==> config.mk <==
export PLATFORM = sky130hd
export DESIGN_NAME = emulator_target_control
export DESIGN_NICKNAME = d
export VERILOG_FILES = /design/src/common/emu_pkg.sv /design/src/core/pod_clk_gen.sv /design/src/core/emulator_target_control.sv
export SDC_FILE = /design/constraint.sdc
export NUM_CORES = 1
export LEC_CHECK = 0
export BUFFER_PORTS_ARGS = -buffer_cell sky130_fd_sc_hd__buf_2
export CORE_MARGIN = 3
export CORE_UTILIZATION = 30
export DETAILED_ROUTE_END_ITERATION = 10
export GPL_TIMING_DRIVEN = 0
export HOLD_SLACK_MARGIN = 0.05
export PLACE_DENSITY_LB_ADDON = 0.15
export SYNTH_ARGS = -nofsm -noshare
export SYNTH_HDL_FRONTEND = slang
export SYNTH_SLANG_ARGS = --single-unit
export TNS_END_PERCENT = 5
==> constraint.sdc <==
create_clock -name clock -period 11.31 [get_ports clock]
set_input_delay 1.131 -clock clock [delete_from_list [all_inputs] [get_ports clock]]
set_output_delay 1.131 -clock clock [all_outputs]
set_load 0.005 [all_outputs]
==> src/common/emu_pkg.sv <==
// Shared constants and carriers for the emulator target control block.
// Assumes a single 50 MHz system clock; no register bus, options are ports.
package emu_pkg;
    // Data address space and mapping granularity
    localparam int          ADDR_W        = 16;
    localparam int          BLOCK_W       = 8;           // 256-byte blocks
    localparam int          NBLOCKS       = 256;         // 64K / 256
    localparam logic [7:0]  FIRST_BLOCK   = 8'h03;       // 0x300..0x3ff
    localparam logic [15:0] LAST_ADDR     = 16'hffff;

    // Pod clock divider: 50 MHz base, pod clock limits 8000 kHz .. 32 kHz, giving 6250 kHz .. 32 kHz
    localparam int          CLK_KHZ       = 50000;
    localparam int          POD_MAX_KHZ   = 8000;
    localparam int          POD_MIN_KHZ   = 32;
    localparam int          DIV_W         = 10;
    localparam logic [9:0]  DIV_MIN       = 10'((CLK_KHZ / 2 + POD_MAX_KHZ - 1) / POD_MAX_KHZ);
    localparam logic [9:0]  DIV_MAX       = 10'(CLK_KHZ / 2 / POD_MIN_KHZ);

    // Start-up counts in CPU clocks
    localparam logic [15:0] CNT_1K        = 16'h0400;
    localparam logic [15:0] CNT_6K        = 16'h1800;
    localparam logic [15:0] CNT_16K       = 16'h4000;
    localparam logic [15:0] CNT_32K       = 16'h8000;

    // Extra delays, in microseconds, and their cycle counts at 50 MHz
    localparam int          DLY_LONG_US   = 64000;
    localparam int          DLY_MED_US    = 4000;
    localparam int          DLY_LONG_CYC  = DLY_LONG_US * (CLK_KHZ / 1000);
    localparam int          DLY_MED_CYC   = DLY_MED_US * (CLK_KHZ / 1000);

    typedef enum logic [1:0] {DLY_NONE = 2'h0, DLY_MED = 2'h1, DLY_LONG = 2'h2} dly_t;

    // Host option set
    typedef struct packed {
        logic       mask_int_step;
        logic       step_timer;
        logic       ext_reset_en;
        logic       xram_en;
        logic       pod_clk_sel;
        logic [9:0] pod_div;
        logic [3:0] rst_mode;
    } opts_t;

    // Mapping range write
    typedef struct packed {
        logic        wr;
        logic        set;      // 1 maps to target, 0 back to pod
        logic [15:0] first;
        logic [15:0] last;
    } map_cmd_t;
endpackage

==> src/core/pod_clk_gen.sv <==
// Pod clock generator: toggles a clock output at a programmable divide.
// Assumes divisor comes from the host option set; clamped to the legal range.
`timescale 1ns/100ps
module pod_clk_gen
    import emu_pkg::*;
(
    // Clock and reset
    input  wire logic             clock,
    input  wire logic             rst_n,
    // Divisor, half periods in system clocks
    input  wire logic [DIV_W-1:0] div,
    // Generated clock
    output logic                  pod_clk
);
    logic [DIV_W-1:0] cnt_r, cnt_nxt, lim;
    logic             clk_r, clk_nxt;

    // Clamp keeps frequency inside 32 kHz .. 8000 kHz
    always_comb begin
        lim = (div < DIV_MIN) ? DIV_MIN : ((div > DIV_MAX) ? DIV_MAX : div);
        cnt_nxt = cnt_r + 10'h001;
        clk_nxt = clk_r;
        if (cnt_r >= lim - 10'h001) begin
            cnt_nxt = 10'h000;
            clk_nxt = ~clk_r;
        end
    end

    always_ff @(posedge clock or negedge rst_n) begin
        if (!rst_n) begin
            cnt_r <= 10'h000;
            clk_r <= 1'b0;
        end else begin
            cnt_r <= cnt_nxt;
            clk_r <= clk_nxt;
        end
    end

    assign pod_clk = clk_r;
endmodule

==> src/core/emulator_target_control.sv <==
// Emulator pod target control: data memory steering, step gating, reset
// gating, CPU clock selection and start-up delay.
// Assumes all inputs are synchronous to clock; target clock is sampled here.
// Summary of operation
// - Data accesses go to pod RAM unless their block is mapped to target.
// - Each 256-byte block holds its own target-or-pod selection bit.
// - Blocks below 0x300 are never sent to the target.
// - One range write maps every block it covers from 0x300 up to 0xffff.
// - Mask option blocks interrupt acceptance during single steps.
// - Step-timer option makes timers tick only while running or with stepped instructions.
// - Other peripherals keep running while execution is halted.
// - Target reset pin reaches CPU only when enabled and running user code.
// - External RAM write enable forced off for variants without the bus.
// - CPU clock is target clock or pod clock of 6250 to 32 kHz.
// - Sixteen delay modes combine long, medium or no delay with counts.
`timescale 1ns/100ps
module emulator_target_control
    import emu_pkg::*;
#(
    parameter int LONG_CYC = DLY_LONG_CYC,
    parameter int MED_CYC  = DLY_MED_CYC
)(
    // Clock and reset
    input  wire logic              clock,
    input  wire logic              nrst,
    // Host options and map commands
    input  wire opts_t             opts,
    input  wire map_cmd_t          map_cmd,
    input  wire logic              has_xbus,
    input  wire logic              host_reset,
    // CPU execution state
    input  wire logic              running,
    input  wire logic              stepping,
    input  wire logic              step_pulse,
    input  wire logic              irq_req,
    // CPU data access
    input  wire logic [ADDR_W-1:0] data_addr,
    input  wire logic              data_wr,
    // Target side
    input  wire logic              tgt_reset_n,
    input  wire logic              tgt_clk,
    // Outputs to CPU and memories
    output logic                   to_target,
    output logic                   pod_ram_we,
    output logic                   tgt_ram_we,
    output logic                   irq_accept,
    output logic                   timer_tick,
    output logic                   periph_run,
    output logic                   cpu_clk,
    output logic                   cpu_reset
);
    logic rst_s1_r, rst_n;

    // Reset release through two flops
    always_ff @(posedge clock or negedge nrst) begin
        if (!nrst) begin
            rst_s1_r <= 1'b0;
            rst_n    <= 1'b0;
        end else begin
            rst_s1_r <= 1'b1;
            rst_n    <= rst_s1_r;
        end
    end

    // Block index of an address
    function automatic logic [7:0] blk(input logic [15:0] a);
        return a[15:BLOCK_W];
    endfunction

    // Map table
    logic [NBLOCKS-1:0] map_r, map_nxt;
    logic [7:0]         b_lo, b_hi;

    always_comb begin
        map_nxt = map_r;
        b_lo = blk(map_cmd.first);
        b_hi = blk(map_cmd.last);
        if (map_cmd.wr) begin
            for (int i = 0; i < NBLOCKS; i++) begin
                // Whole range in one write; low blocks stay on pod
                if (8'(i) >= b_lo && 8'(i) <= b_hi && 8'(i) >= FIRST_BLOCK) begin
                    map_nxt[i] = map_cmd.set;
                end
            end
        end
    end

    always_ff @(posedge clock or negedge rst_n) begin
        if (!rst_n) begin
            map_r <= '0;
        end else begin
            map_r <= map_nxt;
        end
    end

    // Steering: pod RAM unless block mapped and at or above first valid block
    logic xram_ok;
    always_comb begin
        xram_ok   = opts.xram_en & has_xbus;
        to_target = map_r[blk(data_addr)] && (blk(data_addr) >= FIRST_BLOCK);
        pod_ram_we = xram_ok & data_wr & ~to_target;
        tgt_ram_we = xram_ok & data_wr & to_target;
    end

    // Step gating: interrupts, timers; other peripherals never stop
    always_comb begin
        irq_accept = irq_req & ~(stepping & opts.mask_int_step);
        if (opts.step_timer) begin
            timer_tick = running | (stepping & step_pulse);
        end else begin
            timer_tick = 1'b1;
        end
        periph_run = 1'b1;
    end

    // CPU clock source
    logic pod_clk;
    logic tclk_s1_r, tclk_r;

    pod_clk_gen u_clk (
        .clock   (clock),
        .rst_n   (rst_n),
        .div     (opts.pod_div),
        .pod_clk (pod_clk)
    );

    // Target clock synchroniser; only second flop is used
    always_ff @(posedge clock or negedge rst_n) begin
        if (!rst_n) begin
            tclk_s1_r <= 1'b0;
            tclk_r    <= 1'b0;
        end else begin
            tclk_s1_r <= tgt_clk;
            tclk_r    <= tclk_s1_r;
        end
    end

    logic clk_sel_r;
    always_ff @(posedge clock or negedge rst_n) begin
        if (!rst_n) begin
            clk_sel_r <= 1'b0;
        end else begin
            clk_sel_r <= opts.pod_clk_sel ? pod_clk : tclk_r;
        end
    end
    assign cpu_clk = clk_sel_r;

    // CPU clock rising edge, used to count start-up clocks
    logic clk_prev_r, cpu_edge;
    always_ff @(posedge clock or negedge rst_n) begin
        if (!rst_n) begin
            clk_prev_r <= 1'b0;
        end else begin
            clk_prev_r <= clk_sel_r;
        end
    end
    assign cpu_edge = clk_sel_r & ~clk_prev_r;

    // Decode of mode into delay class and clock count
    function automatic dly_t mode_dly(input logic [3:0] m);
        unique case (m)
            4'h2, 4'h5, 4'h8, 4'h9, 4'ha, 4'hd: return DLY_LONG;
            4'h0, 4'h3, 4'h6, 4'hb, 4'he:       return DLY_MED;
            default:                            return DLY_NONE;
        endcase
    endfunction

    function automatic logic [15:0] mode_cnt(input logic [3:0] m);
        unique case (m)
            4'h8:               return CNT_32K;
            4'h9, 4'hd, 4'he, 4'hf: return CNT_1K;
            4'ha, 4'hb, 4'hc:   return CNT_16K;
            default:            return CNT_6K;
        endcase
    endfunction

    // Reset request: host always, target pin only when enabled and running
    logic rst_req;
    assign rst_req = host_reset | (opts.ext_reset_en & running & ~tgt_reset_n);

    // Start-up sequencer
    typedef enum logic [2:0] {
        S_HOLD  = 3'b001,
        S_DELAY = 3'b010,
        S_COUNT = 3'b100
    } st_t;

    st_t         st_r, st_nxt;
    logic [31:0] dcnt_r, dcnt_nxt;
    logic [15:0] ccnt_r, ccnt_nxt;

    always_comb begin
        st_nxt   = st_r;
        dcnt_nxt = dcnt_r;
        ccnt_nxt = ccnt_r;
        if (rst_req) begin
            st_nxt = S_HOLD;
        end else begin
            unique case (st_r)
                S_HOLD: begin
                    // Latch the selected mode at release
                    unique case (mode_dly(opts.rst_mode))
                        DLY_LONG: dcnt_nxt = 32'(LONG_CYC);
                        DLY_MED:  dcnt_nxt = 32'(MED_CYC);
                        default:  dcnt_nxt = 32'h0000_0000;
                    endcase
                    ccnt_nxt = mode_cnt(opts.rst_mode);
                    st_nxt   = S_DELAY;
                end
                S_DELAY: begin
                    if (dcnt_r == 32'h0000_0000) begin
                        st_nxt = S_COUNT;
                    end else begin
                        dcnt_nxt = dcnt_r - 32'h0000_0001;
                    end
                end
                S_COUNT: begin
                    if (ccnt_r != 16'h0000 && cpu_edge) begin
                        ccnt_nxt = ccnt_r - 16'h0001;
                    end
                end
            endcase
        end
    end

    always_ff @(posedge clock or negedge rst_n) begin
        if (!rst_n) begin
            st_r   <= S_HOLD;
            dcnt_r <= 32'h0000_0000;
            ccnt_r <= 16'h0000;
        end else begin
            st_r   <= st_nxt;
            dcnt_r <= dcnt_nxt;
            ccnt_r <= ccnt_nxt;
        end
    end

    // Held until delay and clock count both done
    logic cpu_reset_r;
    always_ff @(posedge clock or negedge rst_n) begin
        if (!rst_n) begin
            cpu_reset_r <= 1'b1;
        end else begin
            cpu_reset_r <= rst_req || st_nxt != S_COUNT || ccnt_nxt != 16'h0000;
        end
    end
    assign cpu_reset = cpu_reset_r;
endmodule

; ---- Word level (Yosys, flattened, before mapping)
; Memories as Yosys holds them, arrays and structs flattened.
; Index checks and enable logic that the tools add are counted.
[classes]
eq_ne = 7
add_sub_neg = 4
mux = 18
bitwise = 18
reduce_logical = 515
order_cmp = 511
[ops]
columns = operator, n
row1 = $ge A8 B8 Y1 const A, 128
row2 = $le A8 B8 Y1 const A, 128
row3 = $ge A7 B8 Y1 const A, 64
row4 = $le A7 B8 Y1 const A, 64
row5 = $reduce_and A2 Y1, 253
row6 = $ge A6 B8 Y1 const A, 32
row7 = $le A6 B8 Y1 const A, 32
row8 = $logic_and A1 B1 Y1, 255
row9 = $ge A5 B8 Y1 const A, 16
row10 = $le A5 B8 Y1 const A, 16
row11 = $ge A4 B8 Y1 const A, 8
row12 = $le A4 B8 Y1 const A, 8
row13 = $pmux W32 S2, 1
row14 = $pmux W22 S2, 1
row15 = $ge A3 B8 Y1 const A, 4
row16 = $le A3 B8 Y1 const A, 4
row17 = $logic_not A32 Y1, 1
row18 = $mux W16, 2
row19 = $mux W32, 1
row20 = $pmux W16 S2, 1
row21 = $reduce_bool A16 Y1, 2
row22 = $sub A32 B1 Y32 const B, 1
row23 = $mux W10, 3
row24 = $sub A16 B1 Y16 const B, 1
row25 = other kinds (27), 47
[totals]
out_inout_bits = 8
rom_bits = 112
n_memories = 2
ff_bits = 322
inputBits = 80
wordCells = 1340
[memory_table]
columns = memory, depth, width, rd, rd_clocked_by_memory_dff, write_ports, line_no
row1 = (name not given), 16, 5, 1, 0, 0, emulator_target_control.sv:169  ; unique case (m)
row2 = (name not given), 16, 2, 1, 0, 0, emulator_target_control.sv:161  ; unique case (m)

; ---- Logic depth before layout (Yosys ltp)
[depth]
depth_word = 8
ltp_mapped = 16
depth_no_buf = 15

; ---- By module
; Synthesis repeated with hierarchy kept, for this count alone.
[hier_totals]
hier_cells = 2106
area_unflattened_um2 = 20683.6
[modules_own_cells]
columns = module, cells_each, instances, area_each_um2, seq_area_each_um2
row1 = emulator_target_control, 1987, 1, 19585.0, 7785.0
row2 = pod_clk_gen, 119, 1, 1098.6, 275.3

; ---- Worst setup path after synthesis
; OpenSTA, ideal clock, no wires.
[synth_path]
path_kind = input-to-reg
startpoint = input port opts[11] (netlist bit)
endpoint = register u_clk.cnt_r[2]
path_slack_ns = 6.872
required_time_ns = 11.238
arrival_ns = 4.366
cell_stages = 16
n_path_buf = 1
setup_time_ns = 0.072
path_cell_list = or4_1 > or4_1 > or2_2 > o21ai_0 > ha_1 > nand2_1 > nor3_1 > xor2_1 > nand2_1 > ha_1 > nor3_1 > nor2_1 > a31o_2 > a21o_1 > clkbuf_1 > nor2_1
[synth_via]
elab_chain_len = 6
elab_cells_between_ends = 7
classes_between = add/sub (1) / order compare (3) / mux (3)
[synth_rtl]
columns = item, line_no
row1 = start: declaration, emulator_target_control.sv:27  ; input wire opts_t opts,
row2 = $gt A10 B10 Y1, pod_clk_gen.sv:20  ; lim = (div < DIV_MIN) ? DIV_MIN : ((div > DIV_MAX) ? DIV_MAX : div);
row3 = $mux W10, pod_clk_gen.sv:20
row4 = $mux W10 *, pod_clk_gen.sv:20
row5 = $sub A10 B1 Y10 *, pod_clk_gen.sv:23  ; if (cnt_r >= lim - 10'h001) begin
row6 = $ge A10 B10 Y1 *, pod_clk_gen.sv:23
row7 = $mux W10 *, pod_clk_gen.sv:23
row8 = net u_clk.cnt_nxt[2], pod_clk_gen.sv:15  ; logic [DIV_W-1:0] cnt_r, cnt_nxt, lim;
row9 = end signal: assignment, pod_clk_gen.sv:34  ; cnt_r <= cnt_nxt;
row10 = end: declaration, pod_clk_gen.sv:15
; Mark *: on every way through the listed nets, which the timed path passes. The rest lies on a longest branch.
; A chain may end at the register's enable or synchronous reset.

; ---- Worst setup path in the final report
[layout_path]
startpoint = input port data_addr[9]
endpoint = output port tgt_ram_we
[layout_via]
elab_chain_len = 4
elab_cells_between_ends = 5
classes_between = order compare (1) / mux (2) / bitwise (1) / reduce/logical (1)
[layout_rtl]
columns = item, line_no
row1 = start: declaration, emulator_target_control.sv:37  ; input wire logic [ADDR_W-1:0] data_addr,
row2 = $bmux W1 S8, emulator_target_control.sv:100  ; to_target = map_r[blk(data_addr)] && (blk(data_addr) >= FIRST_BLOCK);
row3 = $mux W1 (implied by the code), emulator_target_control.sv:100
row4 = $logic_and A1 B1 Y1 *, emulator_target_control.sv:100
row5 = $and A1 B1 Y1 *, emulator_target_control.sv:102  ; tgt_ram_we = xram_ok & data_wr & to_target;
row6 = end: declaration, emulator_target_control.sv:45  ; output logic tgt_ram_we,
; Mark *: on every way between the ends. The rest lies on a longest branch, timed or not. The select of a mux whose other input is x is not followed.

==> results.yml <==
synthesis:
  yosysMostFrequentCell: "o21ai_0"
  synth_edf_count: 0
  ys_seq_area_share_pct: 40.6
  yosys_warnings: 0
  synth_area_um2: 19800
  synth_top_area_share_pct: 40.3
  ys_ff_latch: 322
  yosysTopAreaCell: "dfrtp_1"
  syn_avg_cell_area_um2: 8.95
  syn_inst: 2217
  synth_ff_type: "dfrtp_1"
  yosys-top-cells-area: "dfrtp_1, o21ai_0, mux4_2, nand2_1, mux2_2"
  synth_common_cells: "o21ai_0, dfrtp_1, nand2_1"
  ys_async_sr_fraction_pct: 100
  yosys.cell_types.count: 79
critical_path:
  crit_chain: "buf_2, clkbuf_1, buf_2, mux4_2, mux2i_1, nor2_1, a21oi_1, nor2_1, a311oi_1, a211oi_1, and4_1, buf_2"
  startpoint_type: "input pin"
  path_class: "input pin to output port"
  cp_max_fo: 10
  critPathMaxStageDelay_ns: 1.00
  cp_common_cell: "buf_2"
  required_ns: 10.18
  crit_slowest_cell: "clkbuf_1"
  critPathArrivalTime_ns: 5.35
  worstSetupEndpointType: "output port"
sta:
  max-slew-margin-rel_pct: -2.94
  setup_ws_ns: 4.83
  finalHoldViolations: 0
  fin_skew_ns: 0.0211
  drv_slew: 11
  max_freq_mhz: 154
  post-route-period-util_pct: 57.3
  rsz0062_at_grt: "false"
  finalSetupViolCount: 0
  tightest_slew_ns: 1.54
  finalCriticalPeriod_ns: 6.48
place:
  pre_cts_slack_ns: 5.10
  gp_congestion: 1.05
  hpwlAfterDp_mm: 86.3
  io_buffers: 53
  placed_cell_area_um2: 21400
power:
  power.density_nw_per_um2: 165
  combPwrFrac_pct: 25.4
  ir_drop_mv: 0.0984
  power.switching_mw: 1.28
  swShare_pct: 34.3
  leakage_nw: 8.94
  internal_power_mw: 2.46
  power.share.sequential_pct: 41.0
  clkPwrFrac_pct: 33.6
worst_hold_path:
  hold_path_class: "flip-flop to async pin"
routing:
  vias: 19600
  post_drt_wl_per_cell_um: 35.5
  ant_nets: 0
  wl_mm: 114
  drc: 0
  first_pass_iters: 6
  post_drt_via_cell_ratio: 6.12
  drt_iter0_markers: 2444
clock_network:
  cts_resized: 0
  cts_hold_buf: 0
  clk_pin_slew_ns: 0.05
  clock_latency_ns: 0.58
  cts_tree: "built"
  postCtsSetupBuffers: 0
  clockBufferDepth: 3
  cts_buffers: 41
  clockRootBuffer: "clkbuf_16"
  cts_max_level: 2
  cts_sinks: 322
floorplan:
  coreArea_um2: 64900
  start_util_pct: 30.6
  row_count: 93
  die_x_um: 263
  die_area_um2: 69300
  dieHeight_um: 263
  ios: 88
grt:
  grt_max_degree: 66
  met3_usage_pct: 6.80
  grt_remaining_overflow: 0
  met2_usage_pct: 47.0
  gr-usage-all-layers_pct: 32.1
  grtUsageMet1_pct: 44.9
  grt_pass1_vias: 19500
  top_usage_layer: "met2"
  grt_pass1_wl_mm: 158
  antenna_found_initial: 7
outcome:
  violations: "max-capacitance violations, max-slew violations"
  outcome: "complete, but fails checks"
final_layout:
  drive_gt1_share_pct: 13.7
  layout.nets: 2424
  design_area_um2: 22700
  area_growth_pct: 14.2
job:
  cap_viol_max_count: 1
critical path: cells and delay by family:
kind                   cells  cell delay, ns
AOI/OAI and AO/OA          3            1.10
buffers and inverters      4            2.15
muxes                      2            0.55
and+or+nand+nor            3            0.39
cells by family after synthesis:
family	count (synthesis)	synth area share [%]
AOI/OAI and AO/OA	755	23.0
and+or+nand+nor	741	17.1
DFF	322	40.6
buffers and inverters	184	3.76
muxes	159	12.7
xor gates and xnor gates	33	1.46
adders and majority gates	22	1.39
other	1	0.0189
layout by cell type, fill, tap and decap left out, types with 13 or more instances in the layout:
master,count
nand2_1,307
mux2i_1,15
nor2_1,186
nand2b_1,16
mux2_2,78
o211ai_1,35
clkbuf_1,137
o221ai_1,34
nor4_1,14
o31ai_1,48
o22ai_1,16
nor3_1,37
a21oi_1,142
or3_1,16
buf_2,64
nand3_1,57
xnor2_1,14
a31oi_1,21
a211oi_1,14
or2_2,13
xor2_1,19
clkbuf_16,42
ha_1,22
and2_1,15
dfrtp_1,319
mux4_2,66
inv_1,20
o21ai_0,335
nor2b_1,18
final cells by class:
class / instances / area (um^2)
diodes: 3 / 7.51
plain buffers: 161 / 659
clock buffers: 54 / 1170
clock inverters: 15 / 101
fillers: 6782 / 42300
inverters: 23 / 86.3
multi-input cells: 1712 / 11100
flip-flops and latches: 322 / 8060
well taps: 855 / 1070
repair buffers: 61 / 437
flip-flops by register name, summed over array words and instances (netlist names):
| signal | cells |
|---|---|
| rst_n | 1 |
| u_clk.pod_clk | 1 |
| tclk_r | 1 |
| ccnt_r | 16 |
| u_clk.cnt_r | 10 |
| st_r | 3 |
| dcnt_r | 32 |
| cpu_clk | 1 |
| tclk_s1_r | 1 |
| clk_prev_r | 1 |
| rst_s1_r | 1 |
| cpu_reset | 1 |
| map_r | 253 |
metal layers:
metal | wire, um | vias up
met5 | 55 | -
met4 | 6810 | 2
met3 | 8990 | 278
met2 | 47700 | 987
met1 | 50300 | 9930
li1 | - | 8421
power by group through the flow:
stage          registers, mW  clock network (mW)  logic (mW)
6_report                1.53                1.26       0.950
5_1_grt                 1.56                1.33        1.02
4_1_cts                 1.53                1.29       0.930
3_5_place_dp            1.55                   0       0.926
3_3_place_gp            1.56                   0       0.889
2_1_floorplan           1.51                   0       0.580
through the flow:
stage / total power, mW / cells / util [%] / TNS [ns] / hold slack [ns]
3_3_place_gp: 2.45 / 3126 / 32.6 / -822.77 / 0.334
2_1_floorplan: 2.09 / 2218 / - / 0 / 0.331
4_1_cts: 3.75 / 3203 / 34.9 / 0 / 0.321
5_1_grt: 3.91 / 3203 / 34.9 / 0 / 0.340
3_5_place_dp: 2.48 / 3134 / 32.9 / 0 / 0.338
6_report: 3.74 / 3206 / 34.9 / 0 / 0.339
final timing paths:
check	start	endpoint	slack, ns	cells after the start
max	data_addr[9]	tgt_ram_we	4.83	12
min	rst_n$_DFF_PN0_	map_r[43]$_DFFE_PN0P_	0.34	0
max reg2reg	ccnt_r[0]$_DFF_PN0_	cpu_reset$_DFF_PN1_	8.07	10
min reg2reg	rst_n$_DFF_PN0_	map_r[43]$_DFFE_PN0P_	0.34	0
max in group asynchronous	rst_n$_DFF_PN0_	dcnt_r[8]$_DFFE_PN0P_	9.58	3
min in group clock	tclk_s1_r$_DFF_PN0_	tclk_r$_DFF_PN0_	0.35	0
Power figures use the tool's default switching activity.
